### config.mk
export PLATFORM = sky130hd
export DESIGN_NAME = fwp_top
export DESIGN_NICKNAME = d
export VERILOG_FILES = /design/src/pkg/fwp_pkg.sv /design/src/rtl/fwp_top.sv
export SDC_FILE = /design/constraint.sdc
export NUM_CORES = 1
export LEC_CHECK = 0
export BUFFER_PORTS_ARGS = -buffer_cell sky130_fd_sc_hd__buf_4
export CAP_MARGIN = 20
export CORE_UTILIZATION = 55
export CTS_CLUSTER_DIAMETER = 60
export DETAILED_ROUTE_END_ITERATION = 8
export HOLD_SLACK_MARGIN = 0.06
export PLACE_DENSITY = 0.81
export SYNTH_ARGS = -nofsm -noshare
export SYNTH_HDL_FRONTEND = slang
export SYNTH_SLANG_ARGS = --single-unit
### constraint.sdc
create_clock -name sys_clk_in -period 4 [get_ports sys_clk_in]
set_input_delay 1 -clock sys_clk_in [delete_from_list [all_inputs] [get_ports sys_clk_in]]
set_output_delay 1 -clock sys_clk_in [all_outputs]
set_load 0.02 [all_outputs]
### src/pkg/fwp_pkg.sv
// Constants shared by the flash write-protect and suspend timing block
package fwp_pkg;
	localparam int CLK_HZ      = 20000000;
	localparam int CYC_PER_MS  = CLK_HZ / 1000;
	localparam int SUSP_LAT_NS = 30000;
	localparam int SUSP_LAT_CYC = SUSP_LAT_NS * (CLK_HZ / 1000000) / 1000;
	localparam int RES_GAP_NS  = 300;
	localparam int RES_GAP_CYC = (RES_GAP_NS * (CLK_HZ / 1000000) + 999) / 1000;
	localparam int PROG_TYP_MS  = 2;
	localparam int PROG_MAX_MS  = 3;
	localparam int ERASE_TYP_MS = 8;
	localparam int ERASE_MAX_MS = 12;
	localparam int OP_W   = 18;
	localparam int SUS_W  = 10;
	localparam int ADDR_W = 19;

	localparam logic [19:0] ARRAY_BYTES = 20'h80000;
	localparam logic [19:0] SZ_4K   = 20'h01000;
	localparam logic [19:0] SZ_8K   = 20'h02000;
	localparam logic [19:0] SZ_16K  = 20'h04000;
	localparam logic [19:0] SZ_32K  = 20'h08000;
	localparam logic [19:0] SZ_64K  = 20'h10000;
	localparam logic [19:0] SZ_128K = 20'h20000;
	localparam logic [19:0] SZ_256K = 20'h40000;

	// Serial command codes
	localparam logic [7:0] OPC_UNLOCK  = 8'h06;
	localparam logic [7:0] OPC_LOCK    = 8'h04;
	localparam logic [7:0] OPC_WRSTAT  = 8'h01;
	localparam logic [7:0] OPC_PROG    = 8'h02;
	localparam logic [7:0] OPC_ERS4K   = 8'h20;
	localparam logic [7:0] OPC_ERS32K  = 8'h52;
	localparam logic [7:0] OPC_ERS64K  = 8'hD8;
	localparam logic [7:0] OPC_CHIP_A  = 8'hC7;
	localparam logic [7:0] OPC_CHIP_B  = 8'h60;
	localparam logic [7:0] OPC_SLEEP   = 8'hB9;
	localparam logic [7:0] OPC_RELEASE = 8'hAB;
	localparam logic [7:0] OPC_SUSPEND = 8'h75;
	localparam logic [7:0] OPC_RESUME  = 8'h7A;

	localparam logic [7:0] REG_STATUS = 8'h00;
	localparam logic [7:0] REG_CTRL   = 8'h04;
	localparam logic [7:0] REG_ADDR   = 8'h08;
	localparam logic       CTRL_RST   = 1'b0;
	localparam logic [4:0] RANGE_RST  = 5'h00;

	typedef enum logic [1:0] {ST_IDLE, ST_BUSY, ST_SUSPENDING, ST_SUSPENDED} fwp_st_e;
endpackage : fwp_pkg

### src/rtl/fwp_top.sv
// Serial flash write protection, command gating and program/erase timing
// Overview of operation
// - Suspend completes within 30 us of accepting the suspend command.
// - Page program finishes typically in 2 ms, at most 3 ms.
// - Every erase finishes typically in 8 ms, at most 12 ms.
// - Status register reads all zero when delivered.
// - Power-up returns to standby; contents change only after valid command.
// - Commands whose bit count is not a multiple of eight are rejected.
// - Data-changing commands need the write latch set beforehand.
// - The five-bit range field marks a region that cannot change.
// - Protect pin low blocks writes to range and lock bits.
// - In deep power-down only the release command is obeyed.
// - Large-range codes protect none, 64/128/256 KB top/bottom, or all.
// - Small-range codes protect none, 4/8/16/32 KB top/bottom, or all.
// - Invert bit set protects the complement of the selected region.
module fwp_top
	import fwp_pkg::*;
#(
	parameter int PROG_TYP_CYC  = PROG_TYP_MS * CYC_PER_MS,
	parameter int PROG_MAX_CYC  = PROG_MAX_MS * CYC_PER_MS,
	parameter int ERASE_TYP_CYC = ERASE_TYP_MS * CYC_PER_MS,
	parameter int ERASE_MAX_CYC = ERASE_MAX_MS * CYC_PER_MS
)(
	input  wire logic              sys_clk_in,
	input  wire logic              resetn_in,
	input  wire logic              psel_in,
	input  wire logic              penable_in,
	input  wire logic              pwrite_in,
	input  wire logic [7:0]        paddr_in,
	input  wire logic [31:0]       pwdata_in,
	output logic      [31:0]       prdata_out,
	output logic                   pready_out,
	output logic                   pslverr_out,
	input  wire logic              spi_cs_n_in,
	input  wire logic              spi_sclk_in,
	input  wire logic              spi_mosi_in,
	input  wire logic              wp_n_in,
	output logic                   busy_out,
	output logic                   suspended_out,
	output logic                   prog_pulse_out,
	output logic                   erase_pulse_out,
	output logic      [ADDR_W-1:0] op_addr_out
);
	if (ERASE_MAX_CYC >= 2 ** OP_W || PROG_TYP_CYC < 1 || PROG_MAX_CYC < PROG_TYP_CYC ||
		ERASE_MAX_CYC < ERASE_TYP_CYC || ERASE_TYP_CYC < 1) begin : g_bad_timing
		$error("fwp_top: operation times do not fit the timer");
	end

	// Protected-region test: range field, invert bit, target address
	function automatic logic prot_hit(input logic [ADDR_W-1:0] a, input logic [4:0] r,
		input logic inv);
		logic [19:0] sz;
		logic        hit;
		sz = 20'h00000;
		if (!r[4]) begin
			if (r[2])
				sz = ARRAY_BYTES;
			else begin
				case (r[1:0])
					2'h1: sz = SZ_64K;
					2'h2: sz = SZ_128K;
					2'h3: sz = SZ_256K;
					default: sz = 20'h00000;
				endcase
			end
		end else begin
			case (r[2:0])
				3'h1: sz = SZ_4K;
				3'h2: sz = SZ_8K;
				3'h3: sz = SZ_16K;
				3'h4, 3'h5, 3'h6: sz = SZ_32K;
				3'h7: sz = ARRAY_BYTES;
				default: sz = 20'h00000;
			endcase
		end
		if (sz == ARRAY_BYTES)
			hit = 1'b1;
		else if (r[3])
			hit = {1'b0, a} < sz;
		else
			hit = {1'b0, a} >= ARRAY_BYTES - sz;
		return hit ^ inv;
	endfunction : prot_hit

	logic [3:0]        s1_q, s1_d, s2_q, s2_d;
	logic              cs_prev_q, cs_prev_d, sclk_prev_q, sclk_prev_d;
	logic [7:0]        sh_q, sh_d, opc_q, opc_d;
	logic [2:0]        bit_q, bit_d, byte_q, byte_d;
	logic [23:0]       addr_q, addr_d;
	fwp_st_e           st_q, st_d;
	logic [OP_W-1:0]   op_q, op_d;
	logic [SUS_W-1:0]  sus_q, sus_d;
	logic [2:0]        gap_q, gap_d;
	logic              latch_q, latch_d, inv_q, inv_d, dpd_q, dpd_d;
	logic [4:0]        rng_q, rng_d;
	logic [1:0]        lock_q, lock_d;
	logic              prog_q, prog_d, erase_q, erase_d, refused_q, refused_d;
	logic [ADDR_W-1:0] oaddr_q, oaddr_d;
	logic              busy_q, busy_d, susp_q, susp_d, ctrl_q, ctrl_d;
	logic [31:0]       prdata_q, prdata_d;
	logic              pready_q, pready_d, pslverr_q, pslverr_d;
	logic [15:0]       sr_view;
	logic              idle, blocked, frame_end, is_erase;
	logic [7:0]        lo, hi;

	always_comb begin
		s1_d        = {spi_cs_n_in, spi_sclk_in, spi_mosi_in, wp_n_in};
		s2_d        = s1_q;
		cs_prev_d   = s2_q[3];
		sclk_prev_d = s2_q[2];
		sh_d        = sh_q;
		bit_d       = bit_q;
		byte_d      = byte_q;
		opc_d       = opc_q;
		addr_d      = addr_q;
		st_d        = st_q;
		op_d        = op_q;
		sus_d       = sus_q;
		gap_d       = gap_q;
		latch_d     = latch_q;
		rng_d       = rng_q;
		lock_d      = lock_q;
		inv_d       = inv_q;
		dpd_d       = dpd_q;
		prog_d      = 1'b0;
		erase_d     = 1'b0;
		oaddr_d     = oaddr_q;
		refused_d   = refused_q;
		idle      = st_q == ST_IDLE;
		frame_end = s2_q[3] & ~cs_prev_q;
		lo        = (byte_q >= 3'h3) ? addr_q[15:8] : addr_q[7:0];
		hi        = addr_q[7:0];
		is_erase  = opc_q != OPC_PROG;
		if (opc_q == OPC_CHIP_A || opc_q == OPC_CHIP_B)
			blocked = prot_hit('0, rng_q, inv_q) | prot_hit('1, rng_q, inv_q);
		else
			blocked = prot_hit(addr_q[ADDR_W-1:0], rng_q, inv_q);
		if (gap_q != 3'h0)
			gap_d = gap_q - 3'h1;

		if (cs_prev_q & ~s2_q[3]) begin
			bit_d  = 3'h0;
			byte_d = 3'h0;
		end else if (~s2_q[3] & s2_q[2] & ~sclk_prev_q) begin
			sh_d  = {sh_q[6:0], s2_q[1]};
			bit_d = bit_q + 3'h1;
			if (bit_q == 3'h7) begin
				if (byte_q != 3'h4)
					byte_d = byte_q + 3'h1;
				if (byte_q == 3'h0)
					opc_d = sh_d;
				else if (byte_q != 3'h4)
					addr_d = {addr_q[15:0], sh_d};
			end
		end else if (frame_end && bit_q == 3'h0 && byte_q != 3'h0) begin
			if (dpd_q) begin
				if (opc_q == OPC_RELEASE)
					dpd_d = 1'b0;
			end else begin
				case (opc_q)
					OPC_UNLOCK: if (idle) latch_d = 1'b1;
					OPC_LOCK:   latch_d = 1'b0;
					OPC_SLEEP:  if (idle) dpd_d = 1'b1;
					OPC_WRSTAT: begin
						if (idle && latch_q && byte_q >= 3'h2) begin
							latch_d = 1'b0;
							if (byte_q >= 3'h3)
								inv_d = hi[6];
							if (s2_q[0]) begin
								rng_d     = lo[6:2];
								lock_d[0] = lo[7];
								if (byte_q >= 3'h3)
									lock_d[1] = hi[0];
							end
						end
					end
					OPC_PROG, OPC_ERS4K, OPC_ERS32K, OPC_ERS64K, OPC_CHIP_A, OPC_CHIP_B: begin
						if (idle && latch_q && (byte_q == 3'h4 || opc_q == OPC_CHIP_A ||
							opc_q == OPC_CHIP_B)) begin
							latch_d   = 1'b0;
							refused_d = blocked;
							oaddr_d   = addr_q[ADDR_W-1:0];
							if (!blocked) begin
								st_d    = ST_BUSY;
								prog_d  = !is_erase;
								erase_d = is_erase;
								if (is_erase)
									op_d = OP_W'((ctrl_q ? ERASE_MAX_CYC : ERASE_TYP_CYC) - 1);
								else
									op_d = OP_W'((ctrl_q ? PROG_MAX_CYC : PROG_TYP_CYC) - 1);
							end
						end
					end
					OPC_SUSPEND: begin
						if (st_q == ST_BUSY && gap_q == 3'h0) begin
							st_d  = ST_SUSPENDING;
							sus_d = SUS_W'(SUSP_LAT_CYC - 1);
						end
					end
					OPC_RESUME: begin
						if (st_q == ST_SUSPENDED) begin
							st_d  = ST_BUSY;
							gap_d = 3'(RES_GAP_CYC);
						end
					end
					default: ;
				endcase
			end
		end

		case (st_q)
			ST_BUSY: begin
				op_d = op_q - OP_W'(1);
				if (op_q == '0)
					st_d = ST_IDLE;
			end
			ST_SUSPENDING: begin
				sus_d = sus_q - SUS_W'(1);
				if (sus_q == '0)
					st_d = ST_SUSPENDED;
			end
			ST_IDLE, ST_SUSPENDED: ;
			default: st_d = ST_IDLE;
		endcase
		busy_d = st_d == ST_BUSY || st_d == ST_SUSPENDING;
		susp_d = st_d == ST_SUSPENDED;

		sr_view   = {1'b0, inv_q, 5'h00, lock_q[1], lock_q[0], rng_q, latch_q, busy_q};
		ctrl_d    = ctrl_q;
		prdata_d  = prdata_q;
		pready_d  = 1'b0;
		pslverr_d = 1'b0;
		if (psel_in & ~penable_in) begin
			pready_d = 1'b1;
			case (paddr_in)
				REG_STATUS: prdata_d = {14'h0000, dpd_q, susp_q, sr_view};
				REG_CTRL:   prdata_d = {31'h00000000, ctrl_q};
				REG_ADDR:   prdata_d = {7'h00, refused_q, 5'h00, oaddr_q};
				default: begin
					prdata_d  = 32'h00000000;
					pslverr_d = 1'b1;
				end
			endcase
		end
		if (psel_in & penable_in & pready_q & pwrite_in && paddr_in == REG_CTRL)
			ctrl_d = pwdata_in[0];
	end

	always_ff @(posedge sys_clk_in or negedge resetn_in) begin
		if (!resetn_in) begin
			s1_q        <= 4'hF;
			s2_q        <= 4'hF;
			cs_prev_q   <= 1'b1;
			sclk_prev_q <= 1'b1;
			sh_q        <= 8'h00;
			opc_q       <= 8'h00;
			bit_q       <= 3'h0;
			byte_q      <= 3'h0;
			addr_q      <= 24'h000000;
			st_q        <= ST_IDLE;
			op_q        <= '0;
			sus_q       <= '0;
			gap_q       <= 3'h0;
			latch_q     <= 1'b0;
			inv_q       <= 1'b0;
			dpd_q       <= 1'b0;
			rng_q       <= RANGE_RST;
			lock_q      <= 2'h0;
			prog_q      <= 1'b0;
			erase_q     <= 1'b0;
			refused_q   <= 1'b0;
			oaddr_q     <= '0;
			busy_q      <= 1'b0;
			susp_q      <= 1'b0;
			ctrl_q      <= CTRL_RST;
			prdata_q    <= 32'h00000000;
			pready_q    <= 1'b0;
			pslverr_q   <= 1'b0;
		end else begin
			s1_q <= s1_d; s2_q <= s2_d; cs_prev_q <= cs_prev_d; sclk_prev_q <= sclk_prev_d;
			sh_q <= sh_d; opc_q <= opc_d; bit_q <= bit_d; byte_q <= byte_d;
			addr_q <= addr_d; st_q <= st_d; op_q <= op_d; sus_q <= sus_d; gap_q <= gap_d;
			latch_q <= latch_d; inv_q <= inv_d; dpd_q <= dpd_d; rng_q <= rng_d;
			lock_q <= lock_d; prog_q <= prog_d; erase_q <= erase_d;
			refused_q <= refused_d; oaddr_q <= oaddr_d;
			busy_q <= busy_d; susp_q <= susp_d; ctrl_q <= ctrl_d;
			prdata_q <= prdata_d; pready_q <= pready_d; pslverr_q <= pslverr_d;
		end
	end

	assign prdata_out      = prdata_q;
	assign pready_out      = pready_q;
	assign pslverr_out     = pslverr_q;
	assign busy_out        = busy_q;
	assign suspended_out   = susp_q;
	assign prog_pulse_out  = prog_q;
	assign erase_pulse_out = erase_q;
	assign op_addr_out     = oaddr_q;
endmodule : fwp_top

# == After elaboration in Yosys (flattened, before gate mapping) ==
# Index checks and enable logic that the tools add are counted.
# op_classes
n_bitwise,20
n_reduce_logical,46
n_eq_ne,47
n_addsub,9
magnitude_cmp,8
mux,86
# op_table
operator,n
$mux 18,9
$pmux 20 s5,1
$mux 20,4
$pmux 25 s3,1
$mux 10,7
$pmux 19 s3,1
$eq 20x20->1 const B,2
$sub 20x20->20 const A,2
$mux 3,13
$sub 18x1->18 const B,2
$mux 1,34
$eq 8x7->1 const B,4
$eq 8x8->1 const B,4
$eq 8x3->1 const B,3
$reduce_and 7->1,3
$ge 1x20->1 const A,1
$ge 19x20->1,1
$ge 19x20->1 const A,1
$lt 1x20->1 const A,1
$lt 19x20->1,1
$lt 19x20->1 const A,1
$mux 2,10
$eq 3x3->1 const B,6
$logic_not 18->1,1
other kinds (45),103
# word_totals
wordCells,245
out_inout_bits,57
reg_bits,152

# == Depth between registers and ports, before layout ==
# Gate-level depths: netlist of the first run.
# logic_depth
depth_word,24
mapped_depth,18
ltp_nobuf,16

# == Worst setup path after synthesis of the first run ==
# No wires, ideal clock.
# synth_timing
kind,reg2reg
startpoint,register rng_q[0]
endpoint,"register busy_q, in the netlist busy_out"
n_path_buf,3
path_stages_with_launch,18
arrival_time_ps,3431
path_slack_ps,443
required_time_ps,3874
setup_time_ps,126
cell_sequence,dfrtp_1 > clkbuf_1 > clkbuf_1 > nand3_1 > ha_1 > buf_2 > and3_1 > o21ai_0 > nand2_1 > ha_1 > a21o_1 > a21o_1 > a21o_1 > o211ai_1 > a221oi_2 > o311ai_0 > a31oi_1 > ha_1
# synth_via
elab_chain_len,24
elab_cells_between_ends,54
classes_between,add/sub: 2; order compare: 6; eq/ne: 14; mux: 26; bitwise: 4; reduce/logical: 2
# synth_rtl
element,line_no,rtl
"start, declared",fwp_top.sv:95,"logic [4:0] rng_q, rng_d;"
"start signal, assigned",fwp_top.sv:283,latch_q <= latch_d; inv_q <= inv_d; dpd_q <= dpd_d; rng_q <= rng_d;
"$eq 3x3->1, or another cell as far along",fwp_top.sv:67,case (r[2:0])
$reduce_or 3->1 / $pmux 19 s3 (equally long branches),"fwp_top.sv:67, fwp_top.sv:59",
$pmux 20 s5 / $mux 20 (equally long branches),"fwp_top.sv:67, fwp_top.sv:56",
$mux 20 (*),fwp_top.sv:55,if (!r[4]) begin
$mux 20,fwp_top.sv:134,if (opc_q == OPC_CHIP_A || opc_q == OPC_CHIP_B)
$sub 20x20->20,fwp_top.sv:81,"hit = {1'b0, a} >= ARRAY_BYTES - sz;"
$ge 1x20->1 / $ge 19x20->1 (equally long branches),fwp_top.sv:81,
$mux 1,fwp_top.sv:78,else if (r[3])
[... 10 more ...],--,
$mux 2 (*),fwp_top.sv:144,end else if (~s2_q[3] & s2_q[2] & ~sclk_prev_q) begin
$mux 2 (*),fwp_top.sv:141,if (cs_prev_q & ~s2_q[3]) begin
$mux 2 (on tied branches),"fwp_top.sv:219, fwp_top.sv:214",
$pmux 2 s2 (*),fwp_top.sv:211,case (st_q)
via st_d[1],fwp_top.sv:90,"fwp_st_e st_q, st_d;"
$eq 2x1->1 / $eq 2x2->1 (equally long branches),fwp_top.sv:225,busy_d = st_d == ST_BUSY || st_d == ST_SUSPENDING;
$logic_or 1x1->1 (*),fwp_top.sv:225,
via busy_d,fwp_top.sv:99,"logic busy_q, busy_d, susp_q, susp_d, ctrl_q, ctrl_d;"
"end signal, assigned",fwp_top.sv:286,busy_q <= busy_d; susp_q <= susp_d; ctrl_q <= ctrl_d;
"end, declared",fwp_top.sv:99,
# The timed path passes the listed nets; every way through them passes the cells marked *. The select of a mux whose other input is x is not followed.
# A chain may end at the register's enable or synchronous reset.

# == Final worst setup path of the first run ==
# layout_timing
startpoint,register rng_q[2]
endpoint,"register busy_q, in the netlist busy_out"
# layout_via
elab_chain_len,24
elab_cells_between_ends,50
classes_between,add/sub: 2; order compare: 6; eq/ne: 11; mux: 25; bitwise: 4; reduce/logical: 2
# layout_rtl
element,line_no
$eq 3x3->1,fwp_top.sv:67
$reduce_or 3->1,fwp_top.sv:67
$pmux 20 s5,fwp_top.sv:67
$mux 20 (*),fwp_top.sv:55
$mux 20,fwp_top.sv:134
$sub 20x20->20,fwp_top.sv:81
$ge 1x20->1 / $ge 19x20->1 (equally long branches),fwp_top.sv:81
$mux 1,fwp_top.sv:78
[... 10 more ...],--
$mux 2 (*),fwp_top.sv:144
$mux 2 (*),fwp_top.sv:141
$mux 2 (on tied branches),"fwp_top.sv:219, fwp_top.sv:214"
$pmux 2 s2 (*),fwp_top.sv:211
via st_d[1],fwp_top.sv:90
$eq 2x1->1 / $eq 2x2->1 (equally long branches),fwp_top.sv:225
$logic_or 1x1->1 (*),fwp_top.sv:225
via busy_d,fwp_top.sv:99
# Marks and branches as above.

==> metrics.md, run 1 <==
| Metric | Value |
|---|---|
| CTS Buffer Depth | `2` |
| Core area | `13400 µm²` |
| EDFF count, synth | `0` |
| Yosys warnings | `0` |
| Adder-cell share of the synthesized area | `0.0640` |
| Post_cts resized | `0` |
| Hpwl dp | `11.6 mm` |
| Die height | `120 µm` |
| TNS Setup | `0 ps` |
| Initial core utilization | `0.569` |
| Commonest non-fill, non-tap cell in the layout | `dfrtp_1` |
| Most frequent cells in the layout | `dfrtp_1 (130), nand2_1 (122), buf_4 (76)` |
| Antenna violations before repair | `0` |
| Worst path arrival time | `4060 ps` |
| Multiplexer share of the synthesized area | `0.0850` |
| Antenna cells | `0` |
| First-pass GRT wire length | `27.9 mm` |
| CP Capture Type | `flip-flop` |
| Root Buffer | `clkbuf_16` |
| Synthesized area per cell | `10.0 µm²` |
| Largest family of logic cells by synthesized area | `simple AND/OR/NAND/NOR gates` |
| Reg-to-Reg Start | `rng_q[2]$_DFFE_PN0P_` |
| CP required | `4310 ps` |
| Setup CP Type | `reg -> reg` |
| Worst Tran Pin Value | `1030 ps` |
| Setup violators final | `0` |
| Port Buffers | `62` |
| TritonCTS buffer count | `17` |
| Worst setup SP type | `flip-flop` |
| Share of post-route cells with drive strength above 1 | `0.221` |
| Tcrit/Tclk final | `0.939` |
| Via/cell ratio | `5.88` |
| Area growth, synth to finish | `16.2%` |
| Netlist cell types | `68` |
| Sequential share of the synthesized area | `0.461` |
| Min Tclk post-route | `3760 ps` |
| Total grt overflow | `0` |
| Compound-cell area share of the yosys netlist | `0.128` |
| Final GP Congestion | `0.910` |
| Via Count | `5937` |
| Nets@finish | `908` |
| 1st-iter DRT viols | `418` |
| Ys async rst share | `1.00` |
| Worst R2R Setup Slack | `240 ps` |
| Number of global-route vias before repair | `5813` |
| Critical-path maximum fanout | `10` |
| Hold path depth | `0` |
| Die W | `120 µm` |
| Worst vdd ir | `0.282 mV` |
| # rows | `42` |
| Routed wire per std cell | `16.4 µm` |
| Antenna Nets Post-Route | `0` |
| Leak pwr | `4.36 nW` |
| Clk sinks | `140` |
| Die area | `14300 µm²` |
| Final WL | `16.6 mm` |
| FF-to-FF path depth | `16` |
| #FFs+latches synth | `140` |
| Pwr dens | `362 nW/µm²` |
| Slew headroom | `0.311` |
| CTS clk-pin slew, worst paths | `60 ps` |
| RSZ-0062 raised after global routing | `false` |
| Placed instance area | `8240 µm²` |
| Cts hold-fix bufs | `0` |
| Synth area leader | `dfrtp_1` |
| DRC violations left | `0` |
| Hold_sp | `s1_q[3]$_DFF_PN1_` |
| Reg2reg end | `busy_out$_DFF_PN0_` |
| Largest net degree at the start of global routing | `93` |
| Largest cells by area after synthesis | `dfrtp_1 (43%), ha_1 (6.4%), nand2_1 (6.0%)` |
| Clock skew | `10.5 ps` |
| H-tree depth | `4` |
| Endpoints failing hold | `0` |
| Cell area after layout | `8860 µm²` |
| Post-CTS setup buffer count | `0` |
| Post-synthesis xor/xnor area fraction | `0.0207` |
| TritonCTS clock tree | `yes` |
| Power Total | `0.00321 W` |
| Top-level I/O count | `106` |
| Syn Std Cell Area | `7630 µm²` |
| Worst min-delay path class | `reg -> reg` |
| Max-cap violations | `0` |
| Max Slew Vio Count | `0` |
| Top_reg_cell synth | `dfrtp_1` |
| Status | `completed` |
| Worst-skew pair later-pin latency | `430 ps` |
| DRT Pass-1 Iters | `5` |
| Maximum clock frequency | `266 MHz` |
| Hold endpoint | `s2_q[3]$_DFF_PN1_` |
| Global-route usage over all layers | `0.246` |
| Cells after Synth | `760` |
| Top cell type's share of synthesized area | `0.426` |
| Simple-Gate Fraction of Synth Area | `0.193` |
[cell usage after synthesis, types with 10 or more instances]
cell type / instances
nand2b_1: 16
nand4_1: 12
nor2b_1: 14
inv_1: 32
o21ai_0: 37
mux2_2: 38
xnor2_1: 16
a22o_1: 11
nand2_1: 122
a21oi_1: 18
nor2_1: 40
o311ai_2: 10
clkbuf_1: 21
nand3_1: 16
dfstp_2: 10
nor3_1: 16
dfrtp_1: 130
ha_1: 39
buf_4: 13
mux2i_1: 22
[power breakdown]
part           internal, W  switching [W]  total [W]
Combinational    0.0000376      0.0000591  0.0000967
Clock              0.00102       0.000616    0.00163
Sequential         0.00145      0.0000260    0.00147
Total              0.00250       0.000702    0.00321
[metrics by stage]
step | worst slack [ps] | cells | hold WS [ps] | utilization
after floorplan | 443 | 771 | 345 | -
after global placement | 391 | 976 | 346 | 0.615
after detailed placement | 285 | 976 | 348 | 0.615
after CTS | 256 | 1008 | 356 | 0.661
after global routing | 12.3 | 1009 | 361 | 0.662
final | 242 | 1009 | 355 | 0.662
[cell type report]
class	instances	area [µm²]
flip-flops and latches	140	3520
clock inverters	12	161
multi-input cells	551	3800
repair buffers	78	587
fillers	1012	4540
clock buffers	20	457
inverters	32	120
well taps	176	220
[sequential cells by signal, summed over array words and instances (netlist names), 4 cells and up]
| name | count |
|---|---|
| opc_q | 8 |
| prdata_out | 20 |
| rng_q | 5 |
| addr_q | 19 |
| s1_q | 4 |
| s2_q | 4 |
| op_q | 18 |
| sus_q | 10 |
| sh_q | 7 |
| op_addr_out | 19 |
[worst max-delay path: stages, from the launching register on]
cell and delay [ps]:
dfrtp_1 430, nand2b_1 180, nor2_1 90, nand2_1 90, ha_1 340, and3_1 240, o21ai_0 160, nand2_1 80
ha_1 180, a21o_1 170, a21o_1 170, a21o_1 170, o211ai_1 350, a31o_2 300, o311ai_0 160, a31oi_1 270
ha_1 270
[how the worst max path moves through the flow]
stage	start	end	slack [ps]	cells after the start
final	rng_q[2]$_DFFE_PN0P_	busy_out$_DFF_PN0_	240	16
after global routing	rng_q[1]$_DFFE_PN0P_	busy_out$_DFF_PN0_	10	15
after CTS	rng_q[2]$_DFFE_PN0P_	busy_out$_DFF_PN0_	260	16
after detailed placement	rng_q[2]$_DFFE_PN0P_	busy_out$_DFF_PN0_	290	16
after global placement	rng_q[2]$_DFFE_PN0P_	busy_out$_DFF_PN0_	390	16
after floorplan	rng_q[0]$_DFFE_PN0P_	busy_out$_DFF_PN0_	440	17
[routing by layer]
layer / wire, µm / global-route usage
met1: 7250 / 0.321
met2: 8100 / 0.397
met3: 884 / 0.0471
met4: 345 / 0.110
met5: 0 / 0
[kinds of logic (layout without fill, tap and decap cells)]
kind of cell | count (synthesis) | after routing
buffers and inverters | 80 | 142
flip-flops | 140 | 140
other | 1 | 12
adder cells (fa/ha/maj) | 39 | 39
AO/OA/AOI/OAI | 131 | 131
AND/OR/NAND/NOR | 291 | 291
XOR/XNOR | 18 | 18
multiplexers | 60 | 60
Power figures use the tool's default switching activity.
==> run 2, diff against run 1 <==
Settings changed: CORE_MARGIN set to 5.
==> run 2 against run 1 <==
Clock skew decreased by 3.6 ps; via count decreased by 1.9%; design area increased by 0.97%; sequential power about the same; combinational power increased by 1%; count of clock-buffer cells in the layout decreased by 1; non-clock buffer count increased by 4; die area increased by 14%; cell count increased by 0.79%; routed wire length decreased by 0.63%; critical path depth unchanged.
==> metrics.md, run 2 (synthesis results as in run 1) <==
| Metric | Value |
|---|---|
| Min Tclk post-route | `3770 ps (was 3760 ps)` |
| Antenna Nets Post-Route | `0 (unchanged)` |
| Maximum clock frequency | `265 MHz (was 266 MHz)` |
| Die height | `128 µm (was 120 µm)` |
| TritonCTS buffer count | `17 (unchanged)` |
| Critical-path top delay cell | `dfrtp_1 (unchanged)` |
| Setup CP Type | `reg -> reg (unchanged)` |
| CTS Buffer Depth | `2 (unchanged)` |
| Core area | `13700 µm² (was 13400 µm²)` |
| Final GP Congestion | `0.876 (was 0.910)` |
| DRT Pass-1 Iters | `5 (unchanged)` |
| RSZ-0062 raised after global routing | `false (unchanged)` |
| Leak pwr | `4.39 nW (was 4.36 nW)` |
| Max Slew Vio Count | `0 (unchanged)` |
| Hpwl dp | `11.6 mm (about the same)` |
| CTS clk-pin slew, worst paths | `60 ps (about the same)` |
| Total grt overflow | `0 (unchanged)` |
| First-pass GRT wire length | `27.4 mm (was 27.9 mm)` |
| Cell area after layout | `8950 µm² (was 8860 µm²)` |
| 1st-iter DRT viols | `433 (was 418)` |
| Hold_sp | `s1_q[1]$_DFF_PN1_ (was s1_q[3]$_DFF_PN1_)` |
| Via Count | `5825 (was 5937)` |
| Dpl ws | `-47.7 ps (was 285 ps)` |
| Hold path depth | `0 (unchanged)` |
| TritonCTS clock tree | `yes (unchanged)` |
| Antenna violations before repair | `0 (unchanged)` |
| Most frequent cells in the layout | `dfrtp_1 (130), nand2_1 (122), buf_4 (80) (was dfrtp_1 (130), nand2_1 (122), buf_4 (76))` |
| Global-route usage over all layers | `0.207 (was 0.246)` |
| Commonest non-fill, non-tap cell in the layout | `dfrtp_1 (unchanged)` |
| Clock skew | `6.90 ps (was 10.5 ps)` |
| Reg-to-Reg Start | `rng_q[2]$_DFFE_PN0P_ (unchanged)` |
| Top cell family by delay on the critical path | `compound AO/OA/AOI/OAI gates (unchanged)` |
| Crit path buf inv count | `2 (was 0)` |
| Pwr dens | `368 nW/µm² (was 362 nW/µm²)` |
| Final WS setup | `227 ps (was 242 ps)` |
| Antenna cells | `0 (unchanged)` |
| Root Buffer | `clkbuf_16 (unchanged)` |
| Die W | `128 µm (was 120 µm)` |
| Nets@finish | `912 (was 908)` |
| Area growth, synth to finish | `17.3% (was 16.2%)` |
| Status | `completed (unchanged)` |
| Power Total | `0.00330 W (was 0.00321 W)` |
| Tcrit/Tclk final | `0.943 (was 0.939)` |
| H-tree depth | `4 (unchanged)` |
| CP Capture Type | `flip-flop (unchanged)` |
| DRC violations left | `0 (unchanged)` |
| Die area | `16300 µm² (was 14300 µm²)` |
| Post_cts resized | `1 (was 0)` |
| Most used cell, CP | `ha_1` |
| Endpoints failing hold | `0 (unchanged)` |
| Share of post-route cells with drive strength above 1 | `0.226 (was 0.221)` |
| Max-cap violations | `0 (unchanged)` |
| Worst Tran Pin Value | `1010 ps (was 1030 ps)` |
| # rows | `43 (was 42)` |
| Port Buffers | `62 (unchanged)` |
| Number of global-route vias before repair | `5664 (was 5813)` |
| Reg2reg end | `busy_out$_DFF_PN0_ (unchanged)` |
| Critical-path maximum fanout | `4 (was 10)` |
| Worst-skew pair later-pin latency | `430 ps (about the same)` |
| Critical Path Max Stage Delay | `380 ps (was 430 ps)` |
| Worst min-delay path class | `reg -> reg (unchanged)` |
| FF-to-FF path depth | `16 (unchanged)` |
| Worst vdd ir | `0.274 mV (was 0.282 mV)` |
| Crit path cell chain | `nand2b_1 > nor2_1 > nand2_1 > ha_1 > buf_4 > xnor2_1 > ha_1 > nor4b_1 > a41oi_1 > a21oi_1 > o211ai_1 > a31o_2 > buf_4 > o311ai_0 > a31oi_1 > ha_1 (was nand2b_1 > nor2_1 > nand2_1 > ha_1 > and3_1 > o21ai_0 > nand2_1 > ha_1 > a21o_1 > a21o_1 > a21o_1 > o211ai_1 > a31o_2 > o311ai_0 > a31oi_1 > ha_1)` |
| CP required | `4310 ps (about the same)` |
| Cts hold-fix bufs | `0 (unchanged)` |
| Worst R2R Setup Slack | `230 ps (was 240 ps)` |
| Final WL | `16.5 mm (was 16.6 mm)` |
| Post-CTS setup buffer count | `0 (unchanged)` |
| Clk sinks | `140 (unchanged)` |
| Hold endpoint | `s2_q[1]$_DFF_PN1_ (was s2_q[3]$_DFF_PN1_)` |
| Initial core utilization | `0.556 (was 0.569)` |
| Worst path arrival time | `4080 ps (was 4060 ps)` |
| Routed wire per std cell | `16.2 µm (was 16.4 µm)` |
| Setup violators final | `0 (unchanged)` |
| Max reg flops | `20 (unchanged)` |
| Via/cell ratio | `5.73 (was 5.88)` |
| Placed instance area | `8290 µm² (was 8240 µm²)` |
| Largest net degree at the start of global routing | `76 (was 93)` |
| Slew headroom | `0.320 (was 0.311)` |
| Top-level I/O count | `106 (unchanged)` |
| Worst setup SP type | `flip-flop (unchanged)` |
==> run 2: cell count changes in the layout (fill, tap and decap cells not counted) <==
cell,previous run,this run
bufinv_16,3,4
clkbuf_1,1,0
buf_12,0,1
buf_2,1,0
inv_8,0,2
inv_6,2,3
clkinv_4,3,2
clkinv_2,1,0
clkinvlp_4,3,2
buf_4,76,80
==> run 2: routing by layer <==
layer | up-vias | track usage | routed length [µm]
met5 | - | 0 | 0
met1 | 2838 | 0.277 | 7410
li1 | 2803 | - | -
met2 | 150 | 0.331 | 7830
met4 | 0 | 0.0874 | 341
met3 | 34 | 0.0400 | 890
==> run 2: power by group <==
group	internal, W	switching, W
registers	0.00145	0.0000256
clock network	0.00109	0.000634
logic	0.0000384	0.0000597
total	0.00258	0.000719
==> run 2: area by class of cell <==
class / instances / area, µm²
Sequential cell: 140 / 3520
Tap cell: 180 / 225
Timing Repair Buffer: 82 / 632
Inverter: 32 / 120
Multi-Input combinational cell: 551 / 3800
Fill cell: 1088 / 4770
Clock inverter: 13 / 201
Clock buffer: 19 / 453
==> run 2: worst reg2reg max path, cell delays in order (launching register included) <==
cell and delay (ps):
dfrtp_1 380, nand2b_1 160, nor2_1 110, nand2_1 90, ha_1 250, buf_4 150, xnor2_1 120, ha_1 300
nor4b_1 290, a41oi_1 170, a21oi_1 210, o211ai_1 180, a31o_2 310, buf_4 150, o311ai_0 310, a31oi_1 160
ha_1 310
==> run 2: worst max path at each step <==
stage,from,end,depth (start not counted)
2_1_floorplan,rng_q[0]$_DFFE_PN0P_,busy_out$_DFF_PN0_,17
3_3_place_gp,rng_q[2]$_DFFE_PN0P_,op_q[5]$_DFFE_PN0P_,15
3_5_place_dp,rng_q[2]$_DFFE_PN0P_,op_q[5]$_DFFE_PN0P_,14
4_1_cts,rng_q[2]$_DFFE_PN0P_,busy_out$_DFF_PN0_,16
5_1_grt,rng_q[2]$_DFFE_PN0P_,busy_out$_DFF_PN0_,16
6_report,rng_q[2]$_DFFE_PN0P_,busy_out$_DFF_PN0_,16
==> run 2: stage by stage <==
stage	hold WS (ps)	setup TNS, ps	utilization	instances
3_3_place_gp	346	0	0.604	985
5_1_grt	359	0	0.652	1017
4_1_cts	356	0	0.652	1017
2_1_floorplan	345	0	-	771
6_report	355	0	0.652	1017
3_5_place_dp	347	-47.7	0.604	985
==> run 3, diff against run 2 <==
Settings changed: CAP_MARGIN 20 to not set, PLACE_DENSITY 0.81 to not set, PLACE_DENSITY_LB_ADDON set to 0.3, SETUP_SLACK_MARGIN set to 0.4.
==> run 3 against run 2 <==
First-iteration DRC count is 35% higher; sequential cell count stayed put; combinational power increased by 0.4%; fmax up 7.8%; highest routed layer unchanged.
==> metrics.md, run 3 (synthesis results as in run 1) <==
| Metric | Value |
|---|---|
| Grt met3 use | `0.0533 (was 0.0400)` |
| Max Slew Vio Count | `0 (unchanged)` |
| Comb pwr share | `0.031 (was 0.030)` |
| Die area | `16300 µm² (unchanged)` |
| Met2 usage | `0.339 (was 0.331)` |
| Clk pwr share | `0.504 (was 0.523)` |
| Endpoints failing hold | `0 (unchanged)` |
| Reg2reg end | `busy_out$_DFF_PN0_ (unchanged)` |
| Clock skew | `8.29 ps (was 6.90 ps)` |
| Final WL | `16.9 mm (was 16.5 mm)` |
| Antenna violations before repair | `0 (unchanged)` |
| Status | `completed (unchanged)` |
| Antenna Nets Post-Route | `0 (unchanged)` |
| Reg-to-Reg Start | `rng_q[0]$_DFFE_PN0P_ (was rng_q[2]$_DFFE_PN0P_)` |
| Routed wire per std cell | `16.7 µm (was 16.2 µm)` |
| Antenna cells | `0 (unchanged)` |
| TritonCTS clock tree | `yes (unchanged)` |
| Pwr dens | `353 nW/µm² (was 368 nW/µm²)` |
| Max reg flops | `20 (unchanged)` |
| Sequential cell area | `3520 µm² (about the same)` |
| TritonCTS buffer count | `17 (unchanged)` |
| FF-to-FF path depth | `14 (was 16)` |
| Global-route usage over all layers | `0.210 (was 0.207)` |
| CTS clk-pin slew, worst paths | `60 ps (about the same)` |
| Maximum clock frequency | `286 MHz (was 265 MHz)` |
| Nets@finish | `908 (was 912)` |
| Min Tclk post-route | `3500 ps (was 3770 ps)` |
| RSZ-0062 raised after global routing | `false (unchanged)` |
| Hold endpoint | `s2_q[3]$_DFF_PN1_ (was s2_q[1]$_DFF_PN1_)` |
| NetSw | `0.000673 W (was 0.000719 W)` |
| Max-cap violations | `0 (unchanged)` |
| Final GP Congestion | `0.938 (was 0.876)` |
| Die height | `128 µm (unchanged)` |
| Worst min-delay path class | `reg -> reg (unchanged)` |
| CP required | `4290 ps (was 4310 ps)` |
| # rows | `43 (unchanged)` |
| Setup violators final | `0 (unchanged)` |
| Fillers | `1066 (was 1088)` |
| Flop pwr share | `0.465 (was 0.447)` |
| Die W | `128 µm (unchanged)` |
| Worst path arrival time | `3790 ps (was 4080 ps)` |
| Number of global-route vias before repair | `5779 (was 5664)` |
| Root Buffer | `clkbuf_16 (unchanged)` |
| Core area | `13700 µm² (unchanged)` |
| Leak pwr | `4.38 nW (was 4.39 nW)` |
| P_int | `0.00249 W (was 0.00258 W)` |
| Commonest non-fill, non-tap cell in the layout | `dfrtp_1 (unchanged)` |
| Worst vdd ir | `0.374 mV (was 0.274 mV)` |
| Hpwl dp | `11.7 mm (was 11.6 mm)` |
| Most frequent cells in the layout | `dfrtp_1 (129), nand2_1 (121), buf_4 (75) (was dfrtp_1 (130), nand2_1 (122), buf_4 (80))` |
| Switching share of power | `0.213 (was 0.218)` |
| Share of post-route cells with drive strength above 1 | `0.232 (was 0.226)` |
| TNS Setup | `0 ps (unchanged)` |
| Hold_sp | `s1_q[3]$_DFF_PN1_ (was s1_q[1]$_DFF_PN1_)` |
| Setup CP Type | `reg -> reg (unchanged)` |
| Cts hold-fix bufs | `0 (unchanged)` |
| Critical-path maximum fanout | `12 (was 4)` |
| Initial core utilization | `0.556 (unchanged)` |
| Port Buffers | `62 (unchanged)` |
| Worst-skew pair later-pin latency | `420 ps (was 430 ps)` |
| Area growth, synth to finish | `17.4% (was 17.3%)` |
| Via/cell ratio | `5.84 (was 5.73)` |
| 1st-iter DRT viols | `584 (was 433)` |
| Multi-input logic area | `3890 µm² (was 3800 µm²)` |
| First-pass GRT wire length | `27.9 mm (was 27.4 mm)` |
| Slew headroom | `0.280 (was 0.320)` |
| H-tree depth | `4 (unchanged)` |
| CP Capture Type | `flip-flop (unchanged)` |
| Busiest layer in global routing | `met2 (unchanged)` |
| Worst setup SP type | `flip-flop (unchanged)` |
| Tcrit/Tclk final | `0.875 (was 0.943)` |
| Worst Tran Pin Value | `1070 ps (was 1010 ps)` |
| Via Count | `5914 (was 5825)` |
| Core Util, Final | `0.653 (was 0.652)` |
| GR Util met1 | `0.282 (was 0.277)` |
| Top-level I/O count | `106 (unchanged)` |
| CTS Buffer Depth | `2 (unchanged)` |
| Power Total | `0.00317 W (was 0.00330 W)` |
| Worst R2R Setup Slack | `500 ps (was 230 ps)` |
| DRT Pass-1 Iters | `5 (unchanged)` |
| Hold path depth | `0 (unchanged)` |
| DRC violations left | `0 (unchanged)` |
| Clk sinks | `140 (unchanged)` |
| Total grt overflow | `0 (unchanged)` |
| Largest net degree at the start of global routing | `89 (was 76)` |
-- run 3: changes by cell type in the layout (fill, tap and decap cells not counted), moves of 2 or more --
cell / change
inv_8: -2
clkinv_2: +3
nor4_2: +2
o311ai_2: +2
nor4_1: -2
buf_4: -5
inv_6: -3
clkinvlp_4: +2
-- run 3: layer usage --
metal  routed length, µm  part of all wire
met5                   0                 0
met2                8170              0.48
met3                1020             0.060
met4                 293             0.017
met1                7430              0.44
-- run 3: area by class of cell --
| class | instances | share of cell area |
|---|---|---|
| Inverter | 32 | 0.0134 |
| Tap cell | 180 | 0.0251 |
| Clock inverter | 11 | 0.0161 |
| Timing Repair Buffer | 78 | 0.0676 |
| Clock buffer | 20 | 0.0510 |
| Sequential cell | 140 | 0.393 |
| Multi-Input combinational cell | 551 | 0.434 |
-- run 3: worst max-delay path by stage --
stage                                     to  depth (start not counted)                  from  slack, ps
after floorplan           busy_out$_DFF_PN0_                         17  rng_q[0]$_DFFE_PN0P_        440
after global placement    busy_out$_DFF_PN0_                         15  rng_q[1]$_DFFE_PN0P_        360
after detailed placement  busy_out$_DFF_PN0_                         15  rng_q[1]$_DFFE_PN0P_        260
after CTS                 busy_out$_DFF_PN0_                         14  rng_q[1]$_DFFE_PN0P_        460
after global routing      busy_out$_DFF_PN0_                         15  rng_q[2]$_DFFE_PN0P_        360
final                     busy_out$_DFF_PN0_                         14  rng_q[0]$_DFFE_PN0P_        500
-- run 3: critical path, cell delays in order, from the launching register on --
cell	delay, ps
dfrtp_1	550
nand3_1	220
ha_4	250
and3_1	180
o21ai_0	150
nand2_1	80
ha_1	270
nand4_1	120
a21oi_1	160
o211ai_1	120
buf_4	170
a221oi_4	440
o311ai_2	160
a22o_1	230
ha_1	270
-- run 3: what timing repair did --
item | CTS | global route
buffers inserted | 1 | 0
pin swaps | 1 | 4
endpoints found under the setup margin | 11 | 22
gates resized for setup | 3 | 14
cloned | 0 | 0
-- run 3: per-stage QoR --
step           hold slack [ps]  instances  instance area, µm²  setup slack, ps
2_1_floorplan              345        771                7670              443
3_3_place_gp               346        980                8260              365
3_5_place_dp               347        980                8260              264
4_1_cts                    355       1012                8880              460
5_1_grt                    357       1012                8960              359
6_report                   355       1012                8960              500
-- run 3: power by group through the flow --
| stage | clock [W] | combinational (W) | sequential (W) |
|---|---|---|---|
| detailed placement | 0 | 0.000101 | 0.00150 |
| floorplan | 0 | 0.0000558 | 0.00149 |
| CTS | 0.00162 | 0.000101 | 0.00147 |
| global placement | 0 | 0.0000973 | 0.00150 |
| finish | 0.00159 | 0.0000985 | 0.00147 |
| global route | 0.00168 | 0.000112 | 0.00148 |
